### src/hw/timer0_map.vh
`ifndef TIMER0_MAP_VH
`define TIMER0_MAP_VH

// Byte offsets of the registers
`define REG_ASYNC_STATUS 8'h00
`define REG_IRQ_MASK 8'h04
`define REG_IRQ_FLAGS 8'h08
`define REG_GEN_CTRL 8'h0C
`define REG_COUNTER 8'h10
`define REG_COMPARE 8'h14
`define REG_CTRL_A 8'h18
`define REG_CTRL_B 8'h1C
`define ADDR_LSB 2
`define ADDR_MSB 7

// Async status fields
`define EXT_CLK_EN_BIT 6
`define ASYNC_SEL_BIT 5
`define CNT_BUSY_BIT 4
`define CMP_BUSY_BIT 3
`define CTLA_BUSY_BIT 1
`define CTLB_BUSY_BIT 0

// Interrupt mask and flag fields
`define CMP_BIT 1
`define OVF_BIT 0

// General control fields
`define SYNC_HOLD_BIT 7
`define PSC_A_BIT 1
`define PSC_B_BIT 0

// Control register fields and masks
`define MODE_HI_BIT 3
`define MODE_LO_BIT 6
`define CTLA_MASK 8'hCB
`define CTLB_MASK 8'h07
`define CS_MSB 2

// Waveform modes
`define WAVE_NORMAL 2'h0
`define WAVE_PHASE 2'h1
`define WAVE_CTC 2'h2
`define WAVE_FAST 2'h3

// Counter limits and reset values
`define CNT_MAX 8'hFF
`define CNT_BOTTOM 8'h00
`define BYTE_ZERO 8'h00
`define WORD_ZERO 32'h0000_0000

// Prescaler tap widths per divisor
`define PSC_WIDTH 10
`define TAP_DIV8 4'h3
`define TAP_DIV32 4'h5
`define TAP_DIV64 4'h6
`define TAP_DIV128 4'h7
`define TAP_DIV256 4'h8
`define TAP_DIV1024 4'hA

`endif

### src/hw/pin_edge_sync.v
module pin_edge_sync #(
  parameter W = 2
) (
  input wire sys_clk_i,
  input wire rst_n_i,
  input wire [W-1:0] pin_i,
  output reg [W-1:0] rise_o
);
  reg [W-1:0] meta;
  reg [W-1:0] stable;
  reg [W-1:0] last;

  // Two-stage synchroniser, then a rising-edge pulse from the second stage
  always @(posedge sys_clk_i or negedge rst_n_i) begin
    if (!rst_n_i) begin
      meta <= {W{1'b0}};
      stable <= {W{1'b0}};
      last <= {W{1'b0}};
      rise_o <= {W{1'b0}};
    end else begin
      meta <= pin_i;
      stable <= meta;
      last <= stable;
      rise_o <= stable & ~last;
    end
  end
endmodule

### src/hw/timer0_async_ctrl.v
// The register offsets and the AHB-Lite interface to the registers are this design's own decisions.
`include "timer0_map.vh"
module timer0_async_ctrl (
  input wire sys_clk_i,
  input wire rst_n_i,
  input wire hsel_i,
  input wire [31:0] haddr_i,
  input wire [1:0] htrans_i,
  input wire hwrite_i,
  input wire [2:0] hsize_i,
  input wire [31:0] hwdata_i,
  input wire hready_i,
  output reg hreadyout_o,
  output reg [31:0] hrdata_o,
  output reg hresp_o,
  input wire global_irq_en_i,
  input wire sysclk_from_rc_i,
  input wire [1:0] irq_ack_i,
  input wire crystal_clk_i,
  input wire crystal_in_pin_i,
  output reg compare_irq_o,
  output reg overflow_irq_o,
  output reg ext_clock_buf_en_o,
  output reg crystal_osc_en_o,
  output reg prescaler_b_reset_o
);
  reg rst_meta;
  reg rst_n;

  // Reset release through two flip-flops
  always @(posedge sys_clk_i or negedge rst_n_i) begin
    if (!rst_n_i) begin
      rst_meta <= 1'b0;
      rst_n <= 1'b0;
    end else begin
      rst_meta <= 1'b1;
      rst_n <= rst_meta;
    end
  end

  // Register state
  reg ext_clock_input_en;
  reg async_clock_select;
  reg counter_update_busy;
  reg compare_update_busy;
  reg ctrl_a_update_busy;
  reg ctrl_b_update_busy;
  reg [1:0] irq_mask;
  reg [1:0] irq_flags;
  reg timer_sync_hold;
  reg prescaler_a_reset;
  reg prescaler_b_reset;
  reg [7:0] counter_value;
  reg [7:0] counter_temp;
  reg [7:0] compare_value;
  reg [7:0] compare_temp;
  reg [7:0] control_reg_a;
  reg [7:0] control_a_temp;
  reg [7:0] control_reg_b;
  reg [7:0] control_b_temp;
  reg count_down;
  reg match_block;

  // Bus state
  reg wr_pend;
  reg rd_pend;
  reg [7:0] addr_q;

  function hit;
    input [7:0] addr;
    input [7:0] offset;
    begin
      hit = (addr[`ADDR_MSB:`ADDR_LSB] == offset[`ADDR_MSB:`ADDR_LSB]);
    end
  endfunction

  // Timer clock edges from the crystal and from the pin
  wire [1:0] async_edge;
  pin_edge_sync #(
    .W(2)
  ) u_sync (
    .sys_clk_i(sys_clk_i),
    .rst_n_i(rst_n),
    .pin_i({crystal_in_pin_i, crystal_clk_i}),
    .rise_o(async_edge)
  );

  // Source of the timer clock
  wire sel_edge = ext_clock_input_en ? async_edge[1] : async_edge[0];
  wire src_tick = async_clock_select ? sel_edge : 1'b1;
  wire xfer_tick = src_tick;

  wire cnt_tick;
  timer0_prescaler u_psc (
    .sys_clk_i(sys_clk_i),
    .rst_n_i(rst_n),
    .src_tick_i(src_tick),
    .clear_i(prescaler_a_reset),
    .sel_i(control_reg_b[`CS_MSB:0]),
    .tick_o(cnt_tick)
  );

  wire [1:0] wave_mode = {control_reg_a[`MODE_HI_BIT], control_reg_a[`MODE_LO_BIT]};

  // Bus write strobes, taken in the data phase
  wire wr = wr_pend;
  wire [7:0] wd = hwdata_i[7:0];
  wire wr_status = wr && hit(addr_q, `REG_ASYNC_STATUS);
  wire wr_mask = wr && hit(addr_q, `REG_IRQ_MASK);
  wire wr_flags = wr && hit(addr_q, `REG_IRQ_FLAGS);
  wire wr_gen = wr && hit(addr_q, `REG_GEN_CTRL);
  wire wr_cnt = wr && hit(addr_q, `REG_COUNTER);
  wire wr_cmp = wr && hit(addr_q, `REG_COMPARE);
  wire wr_cta = wr && hit(addr_q, `REG_CTRL_A);
  wire wr_ctb = wr && hit(addr_q, `REG_CTRL_B);
  wire addr_ok = (addr_q[1:0] == 2'h0) && (addr_q <= `REG_CTRL_B);

  // Counter sequence for the selected waveform mode
  reg [7:0] next_count;
  reg next_down;
  reg hit_cmp;
  reg hit_ovf;
  always @* begin
    next_count = counter_value;
    next_down = count_down;
    hit_cmp = 1'b0;
    hit_ovf = 1'b0;
    if (cnt_tick) begin
      hit_cmp = (counter_value == compare_value) && !match_block;
      case (wave_mode)
        `WAVE_PHASE: begin
          if (count_down) begin
            if (counter_value == `CNT_BOTTOM) begin
              next_down = 1'b0;
              next_count = counter_value + 8'h01;
              hit_ovf = 1'b1;
            end else begin
              next_count = counter_value - 8'h01;
            end
          end else if (counter_value == `CNT_MAX) begin
            next_down = 1'b1;
            next_count = counter_value - 8'h01;
          end else begin
            next_count = counter_value + 8'h01;
          end
        end
        `WAVE_CTC: begin
          next_count = (counter_value == compare_value) ? `CNT_BOTTOM : counter_value + 8'h01;
          hit_ovf = (counter_value == `CNT_MAX);
        end
        `WAVE_NORMAL, `WAVE_FAST: begin
          next_count = counter_value + 8'h01;
          hit_ovf = (counter_value == `CNT_MAX);
        end
        default: next_count = counter_value;
      endcase
    end
  end

  // Flag clears from software ones or vector execution
  wire [1:0] flag_clr = (wr_flags ? wd[1:0] : 2'b00) | irq_ack_i;
  wire [1:0] flag_set = {hit_cmp, hit_ovf};

  // Readback multiplexer
  reg [7:0] rd_byte;
  always @* begin
    rd_byte = `BYTE_ZERO;
    if (hit(addr_q, `REG_ASYNC_STATUS)) begin
      rd_byte[`EXT_CLK_EN_BIT] = ext_clock_input_en;
      rd_byte[`ASYNC_SEL_BIT] = async_clock_select;
      rd_byte[`CNT_BUSY_BIT] = counter_update_busy;
      rd_byte[`CMP_BUSY_BIT] = compare_update_busy;
      rd_byte[`CTLA_BUSY_BIT] = ctrl_a_update_busy;
      rd_byte[`CTLB_BUSY_BIT] = ctrl_b_update_busy;
    end else if (hit(addr_q, `REG_IRQ_MASK)) begin
      rd_byte[1:0] = irq_mask;
    end else if (hit(addr_q, `REG_IRQ_FLAGS)) begin
      rd_byte[1:0] = irq_flags;
    end else if (hit(addr_q, `REG_GEN_CTRL)) begin
      rd_byte[`SYNC_HOLD_BIT] = timer_sync_hold;
      rd_byte[`PSC_A_BIT] = prescaler_a_reset;
      rd_byte[`PSC_B_BIT] = prescaler_b_reset;
    end else if (hit(addr_q, `REG_COUNTER)) begin
      rd_byte = counter_value;
    end else if (hit(addr_q, `REG_COMPARE)) begin
      rd_byte = compare_temp;
    end else if (hit(addr_q, `REG_CTRL_A)) begin
      rd_byte = control_a_temp;
    end else if (hit(addr_q, `REG_CTRL_B)) begin
      rd_byte = control_b_temp;
    end
    if (!addr_ok) begin
      rd_byte = `BYTE_ZERO;
    end
  end

  // AHB-Lite slave: writes with no wait, reads with one wait state
  always @(posedge sys_clk_i or negedge rst_n) begin
    if (!rst_n) begin
      wr_pend <= 1'b0;
      rd_pend <= 1'b0;
      addr_q <= `BYTE_ZERO;
      hreadyout_o <= 1'b1;
      hrdata_o <= `WORD_ZERO;
      hresp_o <= 1'b0;
    end else begin
      hresp_o <= 1'b0;
      if (rd_pend) begin
        hrdata_o <= {24'h00_0000, rd_byte};
        hreadyout_o <= 1'b1;
        rd_pend <= 1'b0;
        wr_pend <= 1'b0;
      end else if (hready_i) begin
        wr_pend <= hsel_i && htrans_i[1] && hwrite_i;
        rd_pend <= hsel_i && htrans_i[1] && !hwrite_i;
        hreadyout_o <= !(hsel_i && htrans_i[1] && !hwrite_i);
        if (hsel_i && htrans_i[1]) begin
          addr_q <= haddr_i[7:0];
        end
      end
    end
  end

  // Clock select, busy flags, holding copies and transfers
  always @(posedge sys_clk_i or negedge rst_n) begin
    if (!rst_n) begin
      ext_clock_input_en <= 1'b0;
      async_clock_select <= 1'b0;
      counter_update_busy <= 1'b0;
      compare_update_busy <= 1'b0;
      ctrl_a_update_busy <= 1'b0;
      ctrl_b_update_busy <= 1'b0;
      counter_temp <= `BYTE_ZERO;
      compare_temp <= `BYTE_ZERO;
      control_a_temp <= `BYTE_ZERO;
      control_b_temp <= `BYTE_ZERO;
      compare_value <= `BYTE_ZERO;
      control_reg_a <= `BYTE_ZERO;
      control_reg_b <= `BYTE_ZERO;
    end else begin
      if (wr_status) begin
        ext_clock_input_en <= wd[`EXT_CLK_EN_BIT];
        async_clock_select <= wd[`ASYNC_SEL_BIT] && sysclk_from_rc_i;
      end
      // Counter: holding copy, then load on a timer clock edge
      if (wr_cnt) begin
        counter_temp <= wd;
        counter_update_busy <= async_clock_select;
      end else if (counter_update_busy && xfer_tick) begin
        counter_update_busy <= 1'b0;
      end
      // Compare value
      if (wr_cmp) begin
        compare_temp <= wd;
        if (async_clock_select) begin
          compare_update_busy <= 1'b1;
        end else begin
          compare_value <= wd;
        end
      end else if (compare_update_busy && xfer_tick) begin
        compare_value <= compare_temp;
        compare_update_busy <= 1'b0;
      end
      // Control register A
      if (wr_cta) begin
        control_a_temp <= wd & `CTLA_MASK;
        if (async_clock_select) begin
          ctrl_a_update_busy <= 1'b1;
        end else begin
          control_reg_a <= wd & `CTLA_MASK;
        end
      end else if (ctrl_a_update_busy && xfer_tick) begin
        control_reg_a <= control_a_temp;
        ctrl_a_update_busy <= 1'b0;
      end
      // Control register B; the force strobe bit is not kept
      if (wr_ctb) begin
        control_b_temp <= wd & `CTLB_MASK;
        if (async_clock_select) begin
          ctrl_b_update_busy <= 1'b1;
        end else begin
          control_reg_b <= wd & `CTLB_MASK;
        end
      end else if (ctrl_b_update_busy && xfer_tick) begin
        control_reg_b <= control_b_temp;
        ctrl_b_update_busy <= 1'b0;
      end
    end
  end

  // Counter, direction and compare blocking after a counter write
  always @(posedge sys_clk_i or negedge rst_n) begin
    if (!rst_n) begin
      counter_value <= `BYTE_ZERO;
      count_down <= 1'b0;
      match_block <= 1'b0;
    end else begin
      if (wr_cnt && !async_clock_select) begin
        counter_value <= wd;
        match_block <= 1'b1;
      end else if (counter_update_busy && xfer_tick && !wr_cnt) begin
        counter_value <= counter_temp;
        match_block <= 1'b1;
      end else begin
        counter_value <= next_count;
        count_down <= next_down;
        if (cnt_tick) begin
          match_block <= 1'b0;
        end
      end
    end
  end

  // Interrupt mask and sticky flags; a set wins over a clear
  always @(posedge sys_clk_i or negedge rst_n) begin
    if (!rst_n) begin
      irq_mask <= 2'b00;
      irq_flags <= 2'b00;
    end else begin
      if (wr_mask) begin
        irq_mask <= wd[1:0];
      end
      irq_flags <= (irq_flags & ~flag_clr) | flag_set;
    end
  end

  // Prescaler reset bits and synchronisation hold
  always @(posedge sys_clk_i or negedge rst_n) begin
    if (!rst_n) begin
      timer_sync_hold <= 1'b0;
      prescaler_a_reset <= 1'b0;
      prescaler_b_reset <= 1'b0;
    end else if (wr_gen) begin
      timer_sync_hold <= wd[`SYNC_HOLD_BIT];
      if (timer_sync_hold && !wd[`SYNC_HOLD_BIT]) begin
        prescaler_a_reset <= 1'b0;
        prescaler_b_reset <= 1'b0;
      end else begin
        prescaler_a_reset <= prescaler_a_reset | wd[`PSC_A_BIT];
        prescaler_b_reset <= prescaler_b_reset | wd[`PSC_B_BIT];
      end
    end else if (!timer_sync_hold) begin
      // Reset A clears next cycle in sync mode and waits for a timer clock edge in async; reset B always clears next cycle
      prescaler_a_reset <= prescaler_a_reset && !src_tick;
      prescaler_b_reset <= 1'b0;
    end
  end

  // Registered outputs
  always @(posedge sys_clk_i or negedge rst_n) begin
    if (!rst_n) begin
      compare_irq_o <= 1'b0;
      overflow_irq_o <= 1'b0;
      ext_clock_buf_en_o <= 1'b0;
      crystal_osc_en_o <= 1'b0;
      prescaler_b_reset_o <= 1'b0;
    end else begin
      compare_irq_o <= irq_mask[`CMP_BIT] && global_irq_en_i && irq_flags[`CMP_BIT];
      overflow_irq_o <= irq_mask[`OVF_BIT] && global_irq_en_i && irq_flags[`OVF_BIT];
      ext_clock_buf_en_o <= ext_clock_input_en && async_clock_select;
      crystal_osc_en_o <= !ext_clock_input_en;
      prescaler_b_reset_o <= prescaler_b_reset;
    end
  end

  // Size is unused: every access is treated as a word
  wire unused_size = |hsize_i;
endmodule

### src/hw/timer0_prescaler.v
`include "timer0_map.vh"
module timer0_prescaler (
  input wire sys_clk_i,
  input wire rst_n_i,
  input wire src_tick_i,
  input wire clear_i,
  input wire [2:0] sel_i,
  output wire tick_o
);
  reg [`PSC_WIDTH-1:0] div;
  reg [3:0] tap;
  wire [`PSC_WIDTH-1:0] need;

  // Tap width for the selected divisor; zero width means every source tick, except select 0, which gives no ticks
  always @* begin
    case (sel_i)
      3'h2: tap = `TAP_DIV8;
      3'h3: tap = `TAP_DIV32;
      3'h4: tap = `TAP_DIV64;
      3'h5: tap = `TAP_DIV128;
      3'h6: tap = `TAP_DIV256;
      3'h7: tap = `TAP_DIV1024;
      default: tap = 4'h0;
    endcase
  end

  assign need = ~({`PSC_WIDTH{1'b1}} << tap);
  assign tick_o = src_tick_i && (sel_i != 3'h0) && ((div & need) == need);

  // Free-running divider, held at zero while its reset bit stands
  always @(posedge sys_clk_i or negedge rst_n_i) begin
    if (!rst_n_i) begin
      div <= {`PSC_WIDTH{1'b0}};
    end else if (clear_i) begin
      div <= {`PSC_WIDTH{1'b0}};
    end else if (src_tick_i) begin
      div <= div + {{(`PSC_WIDTH-1){1'b0}}, 1'b1};
    end
  end
endmodule

### config.mk
export PLATFORM = sky130hd
export DESIGN_NAME = timer0_async_ctrl
export DESIGN_NICKNAME = d
export VERILOG_FILES = /design/src/hw/pin_edge_sync.v /design/src/hw/timer0_async_ctrl.v /design/src/hw/timer0_prescaler.v
export VERILOG_INCLUDE_DIRS = /design/src /design/src/hw
export SDC_FILE = /design/constraint.sdc
export NUM_CORES = 1
export LEC_CHECK = 0
export BUFFER_PORTS_ARGS = -buffer_cell sky130_fd_sc_hd__buf_2
export CAP_MARGIN = 10
export CELL_PAD_IN_SITES_DETAIL_PLACEMENT = 0
export CELL_PAD_IN_SITES_GLOBAL_PLACEMENT = 1
export CORE_MARGIN = 8
export CORE_UTILIZATION = 42
export DETAILED_ROUTE_END_ITERATION = 6
export PLACE_DENSITY = 0.86
export RECOVER_POWER = 25
export SKIP_CTS_REPAIR_TIMING = 1
export SYNTH_ARGS = -nofsm -noshare
export SYNTH_HDL_FRONTEND = slang
export SYNTH_SLANG_ARGS = --single-unit
### constraint.sdc
create_clock -name sys_clk_i -period 3.5 [get_ports sys_clk_i]
set_input_delay 0.35 -clock sys_clk_i [delete_from_list [all_inputs] [get_ports sys_clk_i]]
set_output_delay 0.35 -clock sys_clk_i [all_outputs]
set_load 0.03 [all_outputs]
## Yosys cells after proc, flatten, opt, wreduce, memory -nomap -nowiden

Index checks and enable logic that the tools add are counted.
Widths: inputs -> output; s select.

- Bits in registers: 109
- Input bits: 80
- Output and inout bits: 39

- Add/sub/neg operators: 3
- $lt $le $gt $ge: 1
- Eq/ne operators: 26
- Shift operators: 1
- Mux-type cells: 71
- Bitwise operators: 13
- Reduce and logical (&&, ||, !) cells: 59

Operator list:

| kind | count |
|---|---|
| $mux 8 | 14 |
| $mux 1 | 36 |
| $logic_and 1x1->1 | 29 |
| $eq 6x3->1 const B | 4 |
| $pmux 4 s6 | 1 |
| $pmux 8 s3 | 1 |
| $mux 7 | 3 |
| $mux 10 | 2 |
| $eq 3x3->1 const B | 4 |
| $eq 6x2->1 const B | 2 |
| $mux 3 | 4 |
| $mux 6 | 2 |
| $ne 2x2->1 const B | 6 |
| $reduce_and 2->1 | 6 |
| $reduce_bool 2->1 | 6 |
| $add 10x1->10 const B | 1 |
| $and 10x10->10 | 1 |
| $eq 10x10->1 | 1 |
| $mux 2 | 5 |
| $not 10->10 | 1 |
| $shl 10x4->10 const A | 1 |
| $add 8x1->8 const B | 1 |
| $eq 8x8->1 | 1 |
| $eq 8x8->1 const B | 1 |
| other kinds (24) | 41 |

## Logic depth before layout (Yosys ltp)

- Depth after elaboration: 10
- Gate-level depth with buffers: 10

## Cells and area by module

Synthesis repeated with hierarchy kept, for this count alone.

- Cells, all modules: 502
- Area total of the unflattened synthesis: 5297.6 µm²

By module, submodules not included:

| module | instances | cells an instance | area an instance (µm²) | sequential area each (µm²) |
|---|---|---|---|---|
| timer0_async_ctrl | 1 | 432 | 4490.6 | 2153.3 |
| timer0_prescaler | 1 | 60 | 579.3 | 250.2 |
| pin_edge_sync | 1 | 10 | 227.7 | 200.2 |

## Least setup slack after synthesis

OpenSTA, ideal clock, no wires.

- Path kind: flip-flop to flip-flop
- From: register counter_value[0]
- To: register counter_value[2]
- Setup time: 0.124 ns
- Arrival: 2.120 ns
- Slack: 1.257 ns
- Cell stages (with the launch flop): 11
- Buffers on the path: 2
- Cell sequence: dfrtp_1 > clkbuf_1 > inv_1 > ha_1 > nor4bb_1 > a21boi_1 > and2_1 > buf_2 > mux2i_1 > a41o_1 > a211o_1

- Word-level cells in the longest chain between the ends: 7

Ends and longest elaborated chain:

| item | RTL line | text |
|---|---|---|
| start, declared | timer0_async_ctrl.v:53 | `reg [7:0] counter_value;` |
| start signal, assigned | timer0_async_ctrl.v:294 | `` counter_value <= `BYTE_ZERO; `` |
| start signal, assigned | timer0_async_ctrl.v:299 | `counter_value <= wd;` |
| start signal, assigned | timer0_async_ctrl.v:302 | `counter_value <= counter_temp;` |
| $add 8x1->8, or another cell as far along | -- |  |
| $mux 8 (on tied branches) | timer0_async_ctrl.v:140, timer0_async_ctrl.v:133 |  |
| $mux 8 | timer0_async_ctrl.v:132 | `if (count_down) begin` |
| $pmux 8 s3 (*) | timer0_async_ctrl.v:130 | `case (wave_mode)` |
| $mux 8 (*) | timer0_async_ctrl.v:128 | `if (cnt_tick) begin` |
| $mux 8 (*) | timer0_async_ctrl.v:301 | `end else if (counter_update_busy && xfer_tick && !wr_cnt) begin` |
| $mux 8 (*) | timer0_async_ctrl.v:298 | `if (wr_cnt && !async_clock_select) begin` |

Mark *: on every way between the ends. The rest lies on a longest branch, timed or not. The select of a mux whose other input is x is not followed.
A chain may end at the register's enable or synchronous reset.

## Worst setup path in the final report

- From: register wr_pend, in the netlist wr
- To: register counter_value[4]

- Word-level cells in the longest chain between the ends: 5

Ends and longest elaborated chain:

| item | RTL line | text |
|---|---|---|
| start, declared | timer0_async_ctrl.v:65 | `reg wr_pend;` |
| start signal, assigned | timer0_async_ctrl.v:214 | `wr_pend <= hsel_i && htrans_i[1] && hwrite_i;` |
| $logic_and 1x1->1 (*) | timer0_async_ctrl.v:112 | `` wire wr_cnt = wr && hit(addr_q, `REG_COUNTER); `` |
| $logic_not 1->1 | timer0_async_ctrl.v:301 |  |
| $logic_and 1x1->1 | timer0_async_ctrl.v:301 |  |
| $mux 8 | timer0_async_ctrl.v:301 |  |
| $mux 8 | timer0_async_ctrl.v:298 |  |
| end signal, assigned | timer0_async_ctrl.v:299 |  |
| end signal, assigned | timer0_async_ctrl.v:302 |  |
| end signal, assigned | timer0_async_ctrl.v:305 | `counter_value <= next_count;` |

Mark *: on every way between the ends. The rest lies on a longest branch, timed or not.

==> summary.md <==
| Metric | Value |
|---|---|
| Status | `complete, but fails checks` |
| Failing checks | `max-capacitance violations, max-slew violations` |
| I/O Buffers | `41` |
| VDD IR max | `0.000382 V` |
| Rows | `41` |
| Die Height | `128 um` |
| Clock Root Buffer | `clkbuf_16` |
| CTS Sinks | `104` |
| Pleak | `2.66 nW` |
| Critical Path AT | `2.91 ns` |
| First-pass GRT wire length | `20.3 mm` |
| CP required | `3.73 ns` |
| CTS tree | `built` |
| Die area | `0.0165 mm^2` |
| Post-synthesis sequential area ratio | `49.1%` |
| Synth cell types | `67` |
| Largest net degree at the start of global routing | `85` |
| HP Class | `input port to register` |
| Starting density of the core | `42.6%` |
| H-tree levels | `3` |
| HPWL after DPL | `9.19 mm` |
| Fin. Hold Viols | `0` |
| PD cells | `580 mW/mm^2` |
| IO Count | `119` |
| Unrepaired setup endpoints after global routing | `no` |
| DRC | `0` |
| Slew Limit Fails | `85` |
| Synthesis-to-finish area growth | `10.6%` |
| Share of layout cells above drive strength 1 | `19.5%` |
| Synthesized area | `0.00531 mm^2` |
| Ys async rst share | `100%` |
| Worst-Margin Slew | `1.76 ns` |
| Layout fillers | `1160` |
| Post-synth top flop | `dfrtp_1` |
| Nets | `614` |
| Synth top area cells | `dfrtp_1 (49%), mux2_2 (8.3%), buf_4 (3.5%), xor2_1 (2.6%), nand2_1 (2.0%)` |
| CTS Buf Count | `9` |
| GPL Wtd Cong | `0.899` |
| Most instantiated library cell after synthesis | `dfrtp_1` |
| Max-cap viol count | `1` |
| Seq cells post-synth | `104` |
| Number of flops mapped to enable cells by yosys | `0` |
| Period utilisation layout | `76.6%` |
| Placed Area | `0.00558 mm^2` |
| Vias in the first global route | `3880` |
| Worst skew pair latency | `0.35 ns` |
| Critical path class | `register to register` |
| Yosys warns | `0` |
| Total gr overflow | `0` |
| # diodes | `0` |
| Clock skew | `0.0101 ns` |
| Area share of the largest cell type after synthesis | `48.6%` |
| Slew headroom | `-17.5%` |
| Peak Freq | `373 MHz` |
| Startpoint types | `register` |
| Final setup viols | `0` |
| Routed vias/inst | `5.49` |
| Top post-synthesis cells by count | `dfrtp_1 (103), mux2_2 (39), nand2_1 (28), nor2_1 (28), buf_4 (25)` |
| Crit end category | `register` |
| Drt initial violations | `258` |
| Clock transition at path regs | `0.07 ns` |
| Largest area contributor in the netlist | `dfrtp_1` |
| Synth Instances | `491` |
| Initial antenna violation count | `0` |
| Post-layout util | `47.1%` |
| Final instance area | `0.00587 mm^2` |
| First-pass DRT Iterations | `5` |
| Core ar. | `0.0125 mm^2` |
| Routed wire length | `12.4 mm` |
| DIE WIDTH | `128 um` |
| CTS max path bufs | `2` |
| Final TNS setup | `0 ns` |
| DR WL/cell | `17.6 um` |
| GRT Overall Usage | `15.7%` |
| Period minus WS final | `2.68 ns` |
| DRT antenna net count | `0` |
| DR vias | `3868` |
| CP max FO | `15` |
| Synth Area per Inst | `10.8 um^2` |
-- registers in the layout, indices dropped and copies added (netlist names), 3 cells and up --
name	count
control_reg_b	3
hrdata_o	8
control_b_temp	3
compare_temp	8
control_a_temp	5
counter_temp	8
addr_q	8
u_psc.div	10
compare_value	8
counter_value	8
-- where the power goes --
part | switching [mW] | internal (mW)
Sequential | 0.243 | 1.37
Clock | 0.464 | 0.534
Combinational | 0.462 | 0.329
Total | 1.17 | 2.24
-- area by class of cell --
class                           instances  area, um^2  share of cell area [%]
Clock buffer                           11         253                    4.31
Timing Repair Buffer                   50         258                    4.39
Tap cell                              172         215                    3.67
Inverter                               21        78.8                    1.34
Sequential cell                       104        2610                    44.4
Clock inverter                          5        47.5                   0.810
Multi-Input combinational cell        341        2410                    41.1
-- per-layer routing --
metal / vias to the layer above / routed length [um] / part of all wire [%] / GRT usage [%]
met4: 0 / 223 / 1.8 / 6.36
met5: - / 0 / 0 / 0
met3: 14 / 880 / 7.1 / 3.93
li1: 1781 / - / - / -
met2: 143 / 5970 / 48 / 25.0
met1: 1930 / 5330 / 43 / 20.2
-- cells in the final DEF (no fill, tap or decap), types with 8 or more instances in the layout --
cell       synthesis  routed
a21oi_1           17      17
nand4_1           10      10
xor2_1            16      16
clkbuf_16          0       9
mux2i_1           10      10
clkbuf_1          10      14
nand3_1           20      20
inv_1             20      20
nor2_1            28      28
o22ai_1            8       8
buf_4             25       8
o21ai_0           19      19
nor2b_1            9       9
dfrtp_1          103     102
conb_1             2      26
buf_2              9      27
nand2_1           28      28
mux2_1             8       8
and3_1             9       9
mux2_2            39      39
-- critical path, cell delays in order, from the launching register on --
cell	delay, ns
dfrtp_1	0.48
nor2b_1	0.49
nand3_2	0.42
a31oi_4	0.45
and2_4	0.29
nor4_1	0.07
a221o_1	0.36
-- per-stage QoR --
step / hold slack [ns] / worst slack (ns) / cells / power, mW
after floorplan: 0.0544 / 0.390 / 515 / 2.21
after global placement: 0.135 / 0.891 / 687 / 2.40
after detailed placement: 0.139 / 0.856 / 687 / 2.43
after CTS: -0.237 / 0.820 / 703 / 3.43
after global routing: 0.0925 / 0.598 / 704 / 3.59
final: 0.108 / 0.818 / 704 / 3.41
-- cell families after synthesis --
| group | synth area share [%] |
|---|---|
| AO/OA/AOI/OAI | 11.5 |
| buffers and inverters | 7.21 |
| AND/OR/NAND/NOR | 14.0 |
| multiplexers | 13.1 |
| flip-flops | 49.1 |
| adder cells (fa/ha/maj) | 1.65 |
| other | 0.141 |
| XOR/XNOR | 3.30 |
-- worst paths after layout --
kind                                    endpoint        startpoint  slack, ns  cells after the start
worst min register to register  u_sync.stable[1]    u_sync.meta[1]       0.36                      0
worst max register to register  counter_value[4]                wr       0.82                      6
min in group asynchronous               rst_meta           rst_n_i       0.32                      2
max in group asynchronous              addr_q[5]             rst_n       1.64                      1
worst max-delay path            counter_value[4]                wr       0.82                      6
worst min-delay path              u_sync.meta[1]  crystal_in_pin_i       0.11                      1
Power figures use the tool's default switching activity.
